$ cat config.mk
export PLATFORM = sky130hd
export DESIGN_NAME = pmc_power_ctrl
export DESIGN_NICKNAME = d
export VERILOG_FILES = /design/src/pmc_pkg.sv /design/src/pmc_sync2.sv /design/src/pmc_vbat_conv.sv /design/src/pmc_power_ctrl.sv
export SDC_FILE = /design/constraint.sdc
export NUM_CORES = 1
export LEC_CHECK = 0
export BUFFER_PORTS_ARGS = -buffer_cell sky130_fd_sc_hd__buf_2
export CAP_MARGIN = 20
export CORE_ASPECT_RATIO = 1.4
export CORE_MARGIN = 2
export CORE_UTILIZATION = 47
export DETAILED_ROUTE_END_ITERATION = 6
export PLACE_DENSITY = 0.75
export SYNTH_ARGS = -nofsm -noshare
export SYNTH_HDL_FRONTEND = slang
export SYNTH_SLANG_ARGS = --single-unit
$ cat constraint.sdc
create_clock -name clk_sys_i -period 2.28 [get_ports clk_sys_i]
set_clock_uncertainty 0.2 [all_clocks]
set_input_delay 0.342 -clock clk_sys_i [delete_from_list [all_inputs] [get_ports clk_sys_i]]
set_output_delay 0.342 -clock clk_sys_i [all_outputs]
set_load 0.05 [all_outputs]
$ cat src/pmc_pkg.sv
package pmc_pkg;
	// register byte offsets, bus address is adr_i[4:0], word index adr_i[4:2]
	localparam logic [4:0] OFF_PCR = 5'h00;
	localparam logic [4:0] OFF_MON = 5'h04;
	localparam logic [4:0] OFF_STAT = 5'h08;
	localparam logic [4:0] OFF_MASK = 5'h0c;
	localparam logic [4:0] OFF_STATE = 5'h10;

	// power_control_register fields
	localparam int B_HALT = 0;
	localparam int B_SLEEP = 1;
	localparam int B_HOLD = 2;
	localparam int B_MPWR = 3;
	localparam int B_MCONV = 4;
	localparam int B_LOCK = 5;
	localparam int B_HALVE = 6;

	// monitor register fields
	localparam int B_START = 0;
	localparam int B_RERR = 1;
	localparam int B_CODE_LO = 8;
	localparam int CODE_W = 5;

	// interrupt status / mask fields
	localparam int B_EV_DONE = 0;
	localparam int B_EV_RERR = 1;
	localparam int B_EV_WAKE = 2;
	localparam int EV_W = 3;

	// converter state register fields
	localparam int B_ST_RUN = 0;
	localparam int B_ST_3V = 1;
	localparam int B_ST_BTN = 2;

	// battery monitor conversion
	localparam int CONV_CYCLES = 34;
	localparam int MV_W = 12;
	localparam logic [MV_W-1:0] MV_MIN = 12'h384;
	localparam logic [MV_W-1:0] MV_END = 12'h6d6;
	localparam logic [MV_W-1:0] MV_STEP = 12'h032;
	localparam logic [CODE_W-1:0] CODE_MAX = 5'h1f;

	localparam logic [6:0] PCR_RESET = 7'h00;
	localparam logic [EV_W-1:0] MASK_RESET = 3'h0;

	typedef enum logic [0:0] {
		CONV_IDLE,
		CONV_RUN
	} pmc_conv_state_type;
endpackage : pmc_pkg

$ cat src/pmc_sync2.sv
`timescale 1ns/1ps
`default_nettype none
module pmc_sync2 #(
	parameter int W = 1
) (
	input wire logic clk_sys_i,
	input wire logic resetn_i,
	input wire logic [W-1:0] async_i,
	output logic [W-1:0] sync_o
);
	logic [W-1:0] meta_ff;
	logic [W-1:0] sync_ff;

	always_ff @(posedge clk_sys_i or negedge resetn_i) begin
		if (!resetn_i) begin
			meta_ff <= '0;
			sync_ff <= '0;
		end else begin
			meta_ff <= async_i;
			sync_ff <= meta_ff;
		end
	end

	assign sync_o = sync_ff;
endmodule : pmc_sync2
`default_nettype wire

$ cat src/pmc_vbat_conv.sv
`timescale 1ns/1ps
`default_nettype none
module pmc_vbat_conv (
	input wire logic clk_sys_i,
	input wire logic resetn_i,
	input wire logic start_i,
	input wire logic [pmc_pkg::MV_W-1:0] battery_mv_i,
	output logic busy_o,
	output logic done_o,
	output logic range_error_o,
	output logic [pmc_pkg::CODE_W-1:0] code_o
);
	pmc_pkg::pmc_conv_state_type state_ff;
	logic [5:0] cnt_ff;
	logic [pmc_pkg::MV_W-1:0] mv_ff;
	logic [pmc_pkg::MV_W-1:0] resid_ff;
	logic [pmc_pkg::CODE_W-1:0] steps_ff;
	logic done_ff;
	logic err_ff;
	logic [pmc_pkg::CODE_W-1:0] code_ff;

	wire logic last = (cnt_ff == 6'(pmc_pkg::CONV_CYCLES - 1));
	wire logic in_range = (mv_ff >= pmc_pkg::MV_MIN) && (mv_ff < pmc_pkg::MV_END);
	wire logic can_step = (resid_ff >= pmc_pkg::MV_STEP) && (steps_ff != pmc_pkg::CODE_MAX);

	// quantisation by repeated subtraction, at most 31 steps (CODE_MAX) inside the 34 cycles
	always_ff @(posedge clk_sys_i or negedge resetn_i) begin
		if (!resetn_i) begin
			state_ff <= pmc_pkg::CONV_IDLE;
			cnt_ff <= '0;
			mv_ff <= '0;
			resid_ff <= '0;
			steps_ff <= '0;
			done_ff <= 1'b0;
			err_ff <= 1'b0;
			code_ff <= '0;
		end else begin
			done_ff <= 1'b0;
			unique case (state_ff)
				pmc_pkg::CONV_IDLE: begin
					if (start_i) begin
						state_ff <= pmc_pkg::CONV_RUN;
						cnt_ff <= '0;
						mv_ff <= battery_mv_i;
						resid_ff <= battery_mv_i - pmc_pkg::MV_MIN;
						steps_ff <= '0;
					end
				end
				pmc_pkg::CONV_RUN: begin
					cnt_ff <= cnt_ff + 6'h01;
					if (can_step) begin
						resid_ff <= resid_ff - pmc_pkg::MV_STEP;
						steps_ff <= steps_ff + 5'h01;
					end
					if (last) begin
						state_ff <= pmc_pkg::CONV_IDLE;
						done_ff <= 1'b1;
						err_ff <= !in_range;
						if (in_range) begin
							code_ff <= steps_ff;
						end
					end
				end
			endcase
		end
	end

	assign busy_o = (state_ff == pmc_pkg::CONV_RUN);
	assign done_o = done_ff;
	assign range_error_o = err_ff;
	assign code_o = code_ff;

	// the counter only advances while running, so checking both end points covers the whole span
	a_conv_length: assert property (@(posedge clk_sys_i) disable iff (!resetn_i)
		(state_ff == pmc_pkg::CONV_IDLE && start_i) |=> (busy_o && cnt_ff == 6'h00) ##33 (busy_o && last)
		##1 !busy_o)
		else $error("conversion did not last 34 cycles");

	a_code_in_range: assert property (@(posedge clk_sys_i) disable iff (!resetn_i)
		(busy_o && last && in_range) |=> !range_error_o
		&& (mv_ff >= pmc_pkg::MV_MIN + 12'(code_o) * pmc_pkg::MV_STEP)
		&& (mv_ff < pmc_pkg::MV_MIN + 12'(code_o) * pmc_pkg::MV_STEP + pmc_pkg::MV_STEP))
		else $error("code does not match battery voltage");

	a_err_out_range: assert property (@(posedge clk_sys_i) disable iff (!resetn_i)
		(busy_o && last && !in_range) |=> range_error_o && done_o)
		else $error("range error not flagged");
endmodule : pmc_vbat_conv
`default_nettype wire

$ cat src/pmc_power_ctrl.sv
// Overview of operation
// pressing the start button (low) starts the converter; holder keeps it until enabled.
// with hold-on set, converter stays running after the button is released.
// clearing hold-on while the button is released shuts the converter down.
// a detected 3V supply disables the converter to save the battery.
// hold-on still set when 3V supply goes away restarts the converter at once.
// battery monitor yields a 5-bit code in 50 mV steps.
// code 0 is 0.9 to 0.95 V, code 16 is 1.7 to 1.75 V.
// software sets monitor power, then monitor converter enable 1 ms later.
// software waits 16 more cycles before starting a conversion.
// writing start begins a 34-cycle conversion; start clears itself at the end.
// in range: range error cleared and code loaded.
// out of range: range error set, code undefined.
// while locked, writes setting halt or deep sleep have no effect.
// software sets the lock in event handlers and clears it after wake.
// clock halving mode divides core and peripheral clocks by two.
// halt and deep sleep written together enter deep sleep, never idle after.
// an enabled interrupt during idle clears halt and restores the cpu clock.
`timescale 1ns/1ps
`default_nettype none
module pmc_power_ctrl (
	input wire logic clk_sys_i,
	input wire logic resetn_i,
	input wire logic wb_cyc_i,
	input wire logic wb_stb_i,
	input wire logic wb_we_i,
	input wire logic [4:0] wb_adr_i,
	input wire logic [3:0] wb_sel_i,
	input wire logic [31:0] wb_dat_i,
	output logic [31:0] wb_dat_o,
	output logic wb_ack_o,
	input wire logic converter_start_button_n_i,
	input wire logic supply_3v_detect_i,
	input wire logic [pmc_pkg::MV_W-1:0] battery_mv_i,
	input wire logic wake_irq_i,
	output logic converter_enable_o,
	output logic monitor_power_enable_o,
	output logic monitor_converter_enable_o,
	output logic cpu_clock_halt_o,
	output logic deep_sleep_o,
	output logic clock_halving_mode_o,
	output logic clock_half_enable_o,
	output logic irq_o
);
	// control bits
	logic cpu_halt_request_ff;
	logic deep_sleep_request_ff;
	logic converter_hold_on_ff;
	logic monitor_power_enable_ff;
	logic monitor_converter_enable_ff;
	logic power_reduction_lock_ff;
	logic clock_halving_mode_ff;
	logic [pmc_pkg::EV_W-1:0] status_ff;
	logic [pmc_pkg::EV_W-1:0] mask_ff;

	// bus and output flops
	logic ack_ff;
	logic [31:0] rdata_ff;
	logic converter_enable_ff;
	logic half_phase_ff;
	logic irq_ff;

	// synchronised pins; the button is inverted first so that the cleared
	// synchroniser reads as released and no false press follows reset
	logic [1:0] pins_sync;
	wire logic button_pressed = pins_sync[0];
	wire logic supply_3v_present = pins_sync[1];

	pmc_sync2 #(
		.W(2)
	) u_pin_sync (
		.clk_sys_i(clk_sys_i),
		.resetn_i(resetn_i),
		.async_i({supply_3v_detect_i, !converter_start_button_n_i}),
		.sync_o(pins_sync)
	);

	// bus decode
	wire logic bus_req = wb_cyc_i && wb_stb_i && !ack_ff;
	wire logic bus_wr = bus_req && wb_we_i;
	wire logic [2:0] word_idx = wb_adr_i[4:2];
	wire logic hit_pcr = (word_idx == pmc_pkg::OFF_PCR[4:2]);
	wire logic hit_mon = (word_idx == pmc_pkg::OFF_MON[4:2]);
	wire logic hit_stat = (word_idx == pmc_pkg::OFF_STAT[4:2]);
	wire logic hit_mask = (word_idx == pmc_pkg::OFF_MASK[4:2]);
	wire logic hit_state = (word_idx == pmc_pkg::OFF_STATE[4:2]);
	wire logic wr_lane0 = bus_wr && wb_sel_i[0];
	wire logic wr_pcr = wr_lane0 && hit_pcr;
	wire logic wr_mon = wr_lane0 && hit_mon;
	wire logic wr_stat = wr_lane0 && hit_stat;
	wire logic wr_mask = wr_lane0 && hit_mask;

	// monitor conversion engine
	logic conv_busy;
	logic conv_done;
	logic conv_err;
	logic [pmc_pkg::CODE_W-1:0] conv_code;
	wire logic conv_start = wr_mon && wb_dat_i[pmc_pkg::B_START] && !conv_busy;

	pmc_vbat_conv u_conv (
		.clk_sys_i(clk_sys_i),
		.resetn_i(resetn_i),
		.start_i(conv_start),
		.battery_mv_i(battery_mv_i),
		.busy_o(conv_busy),
		.done_o(conv_done),
		.range_error_o(conv_err),
		.code_o(conv_code)
	);

	// power reduction requests
	wire logic req_halt = wr_pcr && wb_dat_i[pmc_pkg::B_HALT];
	wire logic req_sleep = wr_pcr && wb_dat_i[pmc_pkg::B_SLEEP];
	wire logic entry_allowed = !power_reduction_lock_ff;
	wire logic wake = wake_irq_i && (cpu_halt_request_ff || deep_sleep_request_ff);
	// both together means deep sleep only, so no idle follows the wake
	wire logic set_sleep = req_sleep && entry_allowed;
	wire logic set_halt = req_halt && !req_sleep && entry_allowed;

	logic nxt_cpu_halt_request;
	logic nxt_deep_sleep_request;
	always_comb begin
		nxt_cpu_halt_request = cpu_halt_request_ff;
		nxt_deep_sleep_request = deep_sleep_request_ff;
		if (set_halt) begin
			nxt_cpu_halt_request = 1'b1;
		end
		if (set_sleep) begin
			nxt_deep_sleep_request = 1'b1;
		end
		if (wake) begin
			nxt_cpu_halt_request = 1'b0;
			nxt_deep_sleep_request = 1'b0;
		end
	end

	// converter: button starts it, hold-on keeps it, 3V supply overrides both
	wire logic nxt_converter_enable = !supply_3v_present
		&& (button_pressed || converter_hold_on_ff);

	// sticky events, a new event wins over a write-one clear
	wire logic [pmc_pkg::EV_W-1:0] ev_set = {wake, conv_done && conv_err, conv_done};
	wire logic [pmc_pkg::EV_W-1:0] ev_clr = wr_stat ? wb_dat_i[pmc_pkg::EV_W-1:0] : '0;
	wire logic [pmc_pkg::EV_W-1:0] nxt_status = (status_ff & ~ev_clr) | ev_set;

	// read data
	wire logic [31:0] rd_pcr = {25'h0000000, clock_halving_mode_ff, power_reduction_lock_ff,
		monitor_converter_enable_ff, monitor_power_enable_ff, converter_hold_on_ff,
		deep_sleep_request_ff, cpu_halt_request_ff};
	wire logic [31:0] rd_mon = {19'h00000, conv_code, 6'h00, conv_err, conv_busy};
	wire logic [31:0] rd_stat = {29'h00000000, status_ff};
	wire logic [31:0] rd_mask = {29'h00000000, mask_ff};
	wire logic [31:0] rd_state = {29'h00000000, button_pressed, supply_3v_present,
		converter_enable_ff};
	wire logic [31:0] rd_mux = hit_pcr ? rd_pcr :
		hit_mon ? rd_mon :
		hit_stat ? rd_stat :
		hit_mask ? rd_mask :
		hit_state ? rd_state : 32'h00000000;

	always_ff @(posedge clk_sys_i or negedge resetn_i) begin
		if (!resetn_i) begin
			ack_ff <= 1'b0;
			rdata_ff <= 32'h00000000;
		end else begin
			ack_ff <= bus_req;
			rdata_ff <= bus_req ? rd_mux : 32'h00000000;
		end
	end

	always_ff @(posedge clk_sys_i or negedge resetn_i) begin
		if (!resetn_i) begin
			cpu_halt_request_ff <= pmc_pkg::PCR_RESET[pmc_pkg::B_HALT];
			deep_sleep_request_ff <= pmc_pkg::PCR_RESET[pmc_pkg::B_SLEEP];
		end else begin
			cpu_halt_request_ff <= nxt_cpu_halt_request;
			deep_sleep_request_ff <= nxt_deep_sleep_request;
		end
	end

	always_ff @(posedge clk_sys_i or negedge resetn_i) begin
		if (!resetn_i) begin
			converter_hold_on_ff <= pmc_pkg::PCR_RESET[pmc_pkg::B_HOLD];
			monitor_power_enable_ff <= pmc_pkg::PCR_RESET[pmc_pkg::B_MPWR];
			monitor_converter_enable_ff <= pmc_pkg::PCR_RESET[pmc_pkg::B_MCONV];
			power_reduction_lock_ff <= pmc_pkg::PCR_RESET[pmc_pkg::B_LOCK];
			clock_halving_mode_ff <= pmc_pkg::PCR_RESET[pmc_pkg::B_HALVE];
		end else if (wr_pcr) begin
			converter_hold_on_ff <= wb_dat_i[pmc_pkg::B_HOLD];
			monitor_power_enable_ff <= wb_dat_i[pmc_pkg::B_MPWR];
			monitor_converter_enable_ff <= wb_dat_i[pmc_pkg::B_MCONV];
			power_reduction_lock_ff <= wb_dat_i[pmc_pkg::B_LOCK];
			clock_halving_mode_ff <= wb_dat_i[pmc_pkg::B_HALVE];
		end
	end

	always_ff @(posedge clk_sys_i or negedge resetn_i) begin
		if (!resetn_i) begin
			status_ff <= '0;
			mask_ff <= pmc_pkg::MASK_RESET;
			irq_ff <= 1'b0;
		end else begin
			status_ff <= nxt_status;
			if (wr_mask) begin
				mask_ff <= wb_dat_i[pmc_pkg::EV_W-1:0];
			end
			irq_ff <= |(nxt_status & (wr_mask ? wb_dat_i[pmc_pkg::EV_W-1:0] : mask_ff));
		end
	end

	// half-rate enable toggles in halving mode, steady high otherwise
	always_ff @(posedge clk_sys_i or negedge resetn_i) begin
		if (!resetn_i) begin
			converter_enable_ff <= 1'b0;
			half_phase_ff <= 1'b1;
		end else begin
			converter_enable_ff <= nxt_converter_enable;
			half_phase_ff <= clock_halving_mode_ff ? !half_phase_ff : 1'b1;
		end
	end

	assign wb_ack_o = ack_ff;
	assign wb_dat_o = rdata_ff;
	assign converter_enable_o = converter_enable_ff;
	assign monitor_power_enable_o = monitor_power_enable_ff;
	assign monitor_converter_enable_o = monitor_converter_enable_ff;
	assign cpu_clock_halt_o = cpu_halt_request_ff;
	assign deep_sleep_o = deep_sleep_request_ff;
	assign clock_halving_mode_o = clock_halving_mode_ff;
	assign clock_half_enable_o = half_phase_ff;
	assign irq_o = irq_ff;

	a_button_starts: assert property (@(posedge clk_sys_i) disable iff (!resetn_i)
		(button_pressed && !supply_3v_present) |=> converter_enable_o)
		else $error("button did not start converter");

	a_hold_keeps_on: assert property (@(posedge clk_sys_i) disable iff (!resetn_i)
		(converter_hold_on_ff && !supply_3v_present) |=> converter_enable_o)
		else $error("hold-on did not keep converter running");

	a_hold_clear_stops: assert property (@(posedge clk_sys_i) disable iff (!resetn_i)
		(!converter_hold_on_ff && !button_pressed) |=> !converter_enable_o)
		else $error("converter not shut down");

	a_3v_disables: assert property (@(posedge clk_sys_i) disable iff (!resetn_i)
		supply_3v_present |=> !converter_enable_o)
		else $error("converter running with 3V supply");

	a_usb_gone_restart: assert property (@(posedge clk_sys_i) disable iff (!resetn_i)
		($fell(supply_3v_present) && converter_hold_on_ff) |=> converter_enable_o)
		else $error("converter did not restart after 3V supply left");

	a_lock_blocks: assert property (@(posedge clk_sys_i) disable iff (!resetn_i)
		(power_reduction_lock_ff && !cpu_halt_request_ff && !deep_sleep_request_ff)
		|=> !cpu_clock_halt_o && !deep_sleep_o)
		else $error("power reduction entered while locked");

	a_both_sleep_only: assert property (@(posedge clk_sys_i) disable iff (!resetn_i)
		(req_halt && req_sleep && entry_allowed && !wake_irq_i && !cpu_halt_request_ff)
		|=> deep_sleep_o && !cpu_clock_halt_o)
		else $error("combined request entered idle");

	a_wake_clears: assert property (@(posedge clk_sys_i) disable iff (!resetn_i)
		(cpu_halt_request_ff && wake_irq_i) |=> !cpu_clock_halt_o)
		else $error("interrupt did not end idle");

	// busy stands on edges 1 to 34 after the start, the done pulse on edge 35, the event on edge 36
	a_start_selfclear: assert property (@(posedge clk_sys_i) disable iff (!resetn_i)
		conv_start |=> conv_busy ##33 conv_busy ##1 (!rd_mon[pmc_pkg::B_START] && conv_done)
		##1 status_ff[pmc_pkg::B_EV_DONE])
		else $error("start bit did not clear at end");

	a_halve_toggle: assert property (@(posedge clk_sys_i) disable iff (!resetn_i)
		(clock_halving_mode_ff && $past(clock_halving_mode_ff)) |-> (half_phase_ff != $past(half_phase_ff)))
		else $error("halving enable not toggling");

	a_halve_steady: assert property (@(posedge clk_sys_i) disable iff (!resetn_i)
		!clock_halving_mode_ff |=> clock_half_enable_o)
		else $error("half enable not steady outside halving mode");

	a_mode_written: assert property (@(posedge clk_sys_i) disable iff (!resetn_i)
		wr_pcr |=> (clock_halving_mode_o == $past(wb_dat_i[pmc_pkg::B_HALVE])))
		else $error("halving mode bit not stored");

	a_hold_written: assert property (@(posedge clk_sys_i) disable iff (!resetn_i)
		wr_pcr |=> (converter_hold_on_ff == $past(wb_dat_i[pmc_pkg::B_HOLD])))
		else $error("hold-on bit not stored");

	a_mon_written: assert property (@(posedge clk_sys_i) disable iff (!resetn_i)
		wr_pcr |=> (monitor_power_enable_o == $past(wb_dat_i[pmc_pkg::B_MPWR]))
		&& (monitor_converter_enable_o == $past(wb_dat_i[pmc_pkg::B_MCONV])))
		else $error("monitor enable bits not stored");

	a_halt_unlocked: assert property (@(posedge clk_sys_i) disable iff (!resetn_i)
		$rose(cpu_clock_halt_o) |-> !$past(power_reduction_lock_ff))
		else $error("idle entered while locked");

	a_sleep_unlocked: assert property (@(posedge clk_sys_i) disable iff (!resetn_i)
		$rose(deep_sleep_o) |-> !$past(power_reduction_lock_ff))
		else $error("deep sleep entered while locked");

	a_halt_held: assert property (@(posedge clk_sys_i) disable iff (!resetn_i)
		(cpu_halt_request_ff && !wake_irq_i) |=> cpu_clock_halt_o)
		else $error("idle left without interrupt");

	a_sleep_held: assert property (@(posedge clk_sys_i) disable iff (!resetn_i)
		(deep_sleep_request_ff && !wake_irq_i) |=> deep_sleep_o)
		else $error("deep sleep left without interrupt");

	a_sleep_wake: assert property (@(posedge clk_sys_i) disable iff (!resetn_i)
		(deep_sleep_request_ff && wake_irq_i) |=> !deep_sleep_o && !cpu_clock_halt_o)
		else $error("wake from deep sleep entered idle");

	a_wake_event: assert property (@(posedge clk_sys_i) disable iff (!resetn_i)
		wake |=> status_ff[pmc_pkg::B_EV_WAKE])
		else $error("wake event not recorded");

	a_done_event: assert property (@(posedge clk_sys_i) disable iff (!resetn_i)
		conv_done |=> status_ff[pmc_pkg::B_EV_DONE])
		else $error("conversion done event not recorded");

	a_err_event: assert property (@(posedge clk_sys_i) disable iff (!resetn_i)
		(conv_done && conv_err) |=> status_ff[pmc_pkg::B_EV_RERR])
		else $error("range error event not recorded");

	a_status_sticky: assert property (@(posedge clk_sys_i) disable iff (!resetn_i)
		(status_ff[pmc_pkg::B_EV_DONE] && !wr_stat) |=> status_ff[pmc_pkg::B_EV_DONE])
		else $error("status bit lost without clear");

	a_ack_single: assert property (@(posedge clk_sys_i) disable iff (!resetn_i)
		wb_ack_o |=> !wb_ack_o)
		else $error("bus acknowledge longer than one cycle");

	a_rdata_quiet: assert property (@(posedge clk_sys_i) disable iff (!resetn_i)
		!wb_ack_o |-> (wb_dat_o == 32'h00000000))
		else $error("read data not zero outside acknowledge");

	a_state_readback: assert property (@(posedge clk_sys_i) disable iff (!resetn_i)
		(bus_req && !wb_we_i && hit_state) |=> (wb_dat_o[pmc_pkg::B_ST_RUN] == $past(converter_enable_ff)))
		else $error("state read does not show converter enable");

	a_irq_masked: assert property (@(posedge clk_sys_i) disable iff (!resetn_i)
		!(|(status_ff & mask_ff)) |-> !irq_o)
		else $error("interrupt high with nothing unmasked");

	a_irq_level: assert property (@(posedge clk_sys_i) disable iff (!resetn_i)
		(|(status_ff & mask_ff)) |-> irq_o)
		else $error("interrupt low with unmasked status");
endmodule : pmc_power_ctrl
`default_nettype wire

==> out/qor.yml, run 1 <==
design_area_um2: 4270
initial_core_util_pct: 48.6
synth_area_um2: 3600
area_delta_synth_final_pct: 18.6
utilization_pct: 57.7
post-dp-hpwl_um: 5300
cap_violations: 0
pwr-share-clk_pct: 28.7
synth_top_area_share_pct: 50.7
worstPathArrival_ps: 2270
rows: 37
antenna_found_initial: 0
yosys_most_used_dff: "dfrtp_1"
wl_per_cell_um: 13.7
cts_sinks: 74
crit_path_end_kind: "register"
cts_tree: "done"
ys_ff_latch: 74
dp.cells: 505
cts_buffer_depth: 2
cts_made_buffers: 9
finalPower_mw: 3.98
fmax_ghz: 0.457
synth.area.top_cells: "dfrtp_1, nand2_1, mux2_2, buf_4, o21ai_0"
yosys_warnings: 0
port_buffers: 50
final_cell_count_no_fill: 529
dpl_cell_area_um2: 3960
p_per_area_nw_per_um2: 930
cp-start-kind: "register"
synth.largest_area_cell: "dfrtp_1"
hp-class: "input pin to register"
ir_drop_mv: 0.435
cpLargestDelayFamily: "compound AO/OA/AOI/OAI gates"
place_congestion: 0.819
io_pins: 102
drive_gt1_share_pct: 26.6
p_int_mw: 2.62
grt_max_degree: 52
ctsRootBufferMaster: "clkbuf_8"
setup_ws_ps: 92.7
leakagePower_nw: 2.14
path_max_fanout: 8
gr-total-overflow: 0
dr_wl_met2_um: 3820
fin_tns_setup_ps: 0
cts_max_level: 3
drcViolationCount: 0
tightest_slew_ps: 593
first_global_vias: 2682
p_switching_mw: 1.36
ant_nets: 0
num_vias: 2791
core_area_um2: 7410
antenna_cells: 0
drtIter0Drc: 117
worstPathCellList: "ha_1 -> and3_1 -> ha_1 -> a311oi_4 -> nand2b_4 -> buf_4 -> a21oi_2 -> a21oi_2"
setup_viol: 0
avgSynthCellArea_um2: 10.1
synth_seq_area_share_pct: 51.4
drt-met1-wl_um: 2930
timing.hold.ws_ps: 21.4
nNetsFinal: 494
synthDistinctLibCells: 54
critical-path-max-stage-delay_ps: 420
detailedRoute.firstPassIterationCount: 4
routed.top_layer: "met4"
grt_use_total_pct: 18.8
met3_length_um: 362
switching_share_pct: 34.1
dp_slack_ps: 42.6
cp_data_required_time_ps: 2360
insertion_delay_ps: 340
status: "finished clean"
critPathSlowestCell: "dfrtp_1"
synthTopCellsByCount: "dfrtp_1, nand2_1, nor2_1, o21ai_0, buf_4"
crit_buf_inv: 1
syn-instance-count: 356
synth-edff-count: 0
timing_worst_setup_path_type: "register to register"
die_w_um: 78.0
hold_viol_final: 0
period_share_pct: 95.9
die-area_um2: 8390
min_period_ps: 2190
vias_per_cell: 5.28
seqPwrFrac_pct: 46.1
pwr-share-comb_pct: 25.1
drv_slew: 0
die_h_um: 108
async_flop_share_pct: 100
clkTransAtPathRegs_ps: 80
synth.most_common_cell: "dfrtp_1"
wl_um: 7270
grt_pass1_wl_um: 12200
maxSlewHeadroom_pct: 60.2
==> metal layers <==
metal  global-route usage [%]  vias to the layer above
met4                     9.52                        0
met5                        0                        -
met1                     22.1                     1337
met2                     32.8                       96
met3                     3.52                       17
li1                         -                     1341
==> final cells by class <==
class	count	area (um^2)
clock buffers	9	124
fillers	641	3130
well taps	97	121
flip-flops and latches	74	1850
multi-input cells	258	1580
repair buffers	73	447
inverters	11	41.3
clock inverters	7	103
==> sequential cells by signal, indices dropped and copies added (netlist names), 2 cells and up <==
name                flops
u_conv.code_o           5
u_conv.mv_ff           11
status_ff               3
u_conv.steps_ff         5
u_conv.resid_ff        11
u_pin_sync.sync_o       2
mask_ff                 3
u_conv.cnt_ff           6
wb_dat_o               12
u_pin_sync.meta_ff      2
==> worst reg2reg max path: cells and delay by family (launching register included) <==
family	cells	cell delay (ps)
buffers and inverters	1	150
AND/OR/NAND/NOR	2	440
adder cells (fa/ha/maj)	2	450
AO/OA/AOI/OAI	3	480
flip-flops	1	420
==> placed cells by master, fill, tap and decap left out, types with 3 or more instances in the layout <==
| cell type | netlist | final |
|---|---|---|
| xor2_1 | 4 | 4 |
| nor2_1 | 25 | 24 |
| dfrtp_1 | 73 | 73 |
| nor3_1 | 10 | 10 |
| mux2_2 | 15 | 15 |
| inv_1 | 11 | 11 |
| o21ai_0 | 25 | 25 |
| ha_1 | 6 | 6 |
| a21oi_2 | 5 | 5 |
| mux2i_1 | 6 | 6 |
| dlygate4sd3_1 | 0 | 3 |
| conb_1 | 1 | 20 |
| nand3_1 | 13 | 13 |
| a21oi_1 | 10 | 10 |
| clkinv_4 | 0 | 3 |
| buf_2 | 4 | 50 |
| xnor2_1 | 6 | 6 |
| and3_1 | 4 | 4 |
| clkbuf_8 | 0 | 9 |
| o21a_1 | 3 | 3 |
| a211oi_1 | 3 | 3 |
| nand4_1 | 3 | 3 |
| a31oi_1 | 7 | 7 |
| nand2_1 | 48 | 48 |
| and2_1 | 10 | 10 |
| buf_4 | 20 | 18 |
==> worst paths after layout <==
path	slack, ps	to	start	depth (start not counted)
setup / recovery	90	u_conv.resid_ff[5]	u_conv.steps_ff[1]	8
hold / removal	20	power_reduction_lock_ff	wb_dat_i[5]	3
setup reg to reg	90	u_conv.resid_ff[5]	u_conv.steps_ff[1]	8
hold reg to reg	150	u_pin_sync.sync_o[0]	u_pin_sync.meta_ff[0]	0
max in group asynchronous	910	u_conv.mv_ff[1]	resetn_i	3
min in group asynchronous	310	monitor_power_enable_o	resetn_i	2
==> kinds of logic after synthesis <==
kind of cell,Yosys count,synth area share (%)
simple gates,131,18.0
flops,74,51.4
compound gates,70,12.5
buf+inv,43,7.12
mux,21,6.36
xor+xnor,10,2.43
fa+ha+maj,6,2.08
other cells,1,0.104
==> repair_timing <==
action | 4_1_cts | 5_1_grt
buffers inserted | 0 | 5
hold buffers | 3 | 0
gates resized for setup | 0 | 3
hold endpoints to repair | 24 | 0
setup endpoints to repair | 0 | 11
==> power groups by stage <==
| stage | combinational (mW) | sequential, mW | clock, mW |
|---|---|---|---|
| after floorplan | 0.703 | 1.83 | 0 |
| after global routing | 1.14 | 1.88 | 1.24 |
| after global placement | 0.913 | 1.84 | 0 |
| final | 1.00 | 1.83 | 1.14 |
| after detailed placement | 0.949 | 1.86 | 0 |
| after CTS | 0.956 | 1.83 | 1.17 |
No activity file was read; power rests on OpenSTA's default activity.
==> run 2: changes to the inputs <==
Settings changed: CORE_ASPECT_RATIO 1.4 to default.
==> run 2 against run 1 <==
Net effect:
- worst hold slack better by 6.8 ps
- maximum frequency is 0.13% lower
- register-to-register slack hardly changed
- clock-buffer cell count stayed put
- sequential share of layout area is 0.39 points lower
- die area is 0.12% lower
- flip-flop and latch count stayed put
- non-clock buffer count stayed put
- sequential power hardly changed
- largest power group unchanged
==> out/qor.yml, run 2 (synthesized netlist as in run 1, its figures left out) <==
hold_viol_final: 0
wl_per_cell_um: 13.9
ctsRootBufferMaster: "clkbuf_8"
ir_drop_mv: 0.496
port_buffers: 50
cpLargestDelayFamily: "compound AO/OA/AOI/OAI gates"
vias_per_cell: 5.17
antenna_cells: 0
cts_buffer_depth: 2
timing_worst_setup_path_type: "register to register"
wl_um: 7400
setup_viol: 0
cts_made_buffers: 9
dp.cells: 508
area_delta_synth_final_pct: 19.7
final_cell_count_no_fill: 532
crit_buf_inv: 1
fin_tns_setup_ps: 0
post-dp-hpwl_um: 5150
cp_data_required_time_ps: 2350
first_global_vias: 2584
period_share_pct: 96.1
drcViolationCount: 0
clkTransAtPathRegs_ps: 80
cp_common_cell: "ha_1"
cts_max_level: 3
cts_tree: "done"
timing.hold.ws_ps: 28.2
antenna_found_initial: 0
layout_common_cells: "dfrtp_1, buf_2, nand2_1"
nFillCells: 634
critPathSlowestCell: "dfrtp_1"
drive_gt1_share_pct: 26.8
dpl_cell_area_um2: 3970
rows: 31
io_pins: 102
largest_reg_flops: 12
drtIter0Drc: 138
critical-path-max-stage-delay_ps: 400
die-area_um2: 8380
cp-start-kind: "register"
core_area_um2: 7330
fmax_ghz: 0.457
gr-total-overflow: 0
initial_core_util_pct: 49.1
num_vias: 2751
leakagePower_nw: 2.15
place_congestion: 0.884
layout_commonest_cell: "dfrtp_1"
status: "finished clean"
design_area_um2: 4310
worstPathArrival_ps: 2260
path_max_fanout: 5
min_period_ps: 2190
p_per_area_nw_per_um2: 954
worstPathCellList: "ha_1 -> and3_1 -> ha_1 -> a311oi_4 -> nand2b_4 -> buf_12 -> o211ai_1 -> o21ai_1"
cts_sinks: 74
drv_slew: 0
grt_max_degree: 75
cap_violations: 0
crit_path_end_kind: "register"
insertion_delay_ps: 340
die_w_um: 91.5
grt_pass1_wl_um: 12000
hp-class: "input pin to register"
detailedRoute.firstPassIterationCount: 4
grt_use_total_pct: 17.8
nNetsFinal: 495
die_h_um: 91.5
ant_nets: 0
-- run 2: cell types whose count changed in the layout (fill, tap and decap cells not counted) --
cell / previous run / this run
clkinv_2: 1 / 2
buf_4: 18 / 17
clkinv_4: 3 / 2
buf_12: 1 / 2
nand2b_2: 0 / 1
bufinv_16: 2 / 3
inv_8: 1 / 0
-- run 2: per-layer routing --
| layer | GRT usage [%] | vias to the layer above | wire [um] |
|---|---|---|---|
| li1 | - | 1350 | - |
| met1 | 23.0 | 1311 | 3190 |
| met2 | 29.2 | 84 | 3670 |
| met3 | 6.14 | 6 | 482 |
| met4 | 3.79 | 0 | 55 |
| met5 | 0 | - | 0 |
-- run 2: final timing paths --
check | start | endpoint | slack, ps | cells past startpoint
max in group asynchronous | resetn_i | clock_half_enable_o | 1190 | 3
setup reg to reg | u_conv.steps_ff[0] | u_conv.resid_ff[2] | 90 | 8
hold / removal | wb_dat_i[6] | clock_halving_mode_o | 30 | 2
min in group asynchronous | resetn_i | monitor_power_enable_o | 380 | 3
setup / recovery | u_conv.steps_ff[0] | u_conv.resid_ff[2] | 90 | 8
hold reg to reg | u_pin_sync.meta_ff[0] | u_pin_sync.sync_o[0] | 150 | 0
-- run 2: worst register-to-register path: cells and delay by family, from the launching register on --
family	cells	cell delay (ps)
compound gates	3	510
fa+ha+maj	2	450
simple gates	2	440
flops	1	400
buf+inv	1	120
-- run 2: area by class of cell --
| type | count | area, um^2 | share of cell area (%) |
|---|---|---|---|
| tap | 99 | 124 | 2.87 |
| multi-input combinational | 259 | 1590 | 36.9 |
| inverter | 11 | 41.3 | 0.958 |
| clock buffer | 9 | 124 | 2.87 |
| clock inverter | 7 | 118 | 2.73 |
| sequential | 74 | 1850 | 43.0 |
| timing repair buffer | 73 | 459 | 10.7 |
-- run 2: metrics by stage --
stage,power (mW),utilization (%),worst slack (ps)
6_report,4.11,58.8,89.8
5_1_grt,4.34,58.8,-11.5
4_1_cts,4.06,57.9,30.1
3_5_place_dp,2.84,54.2,50.1
3_3_place_gp,2.77,54.2,139
2_1_floorplan,2.54,-,39.4
-- run 2: power breakdown --
part / total [mW] / internal, mW / leakage, nW / switching [mW]
Sequential: 1.83 / 1.57 / 0.955 / 0.261
Clock: 1.22 / 0.727 / 0.123 / 0.493
Combinational: 1.06 / 0.451 / 1.07 / 0.609
-- run 2: repair_timing --
| action | in CTS | in global routing |
|---|---|---|
| hold buffers | 3 | 0 |
| resized for setup | 0 | 3 |
| endpoints found under the setup margin | 0 | 8 |
| hold endpoints to repair | 75 | 0 |
| buffers inserted | 0 | 4 |
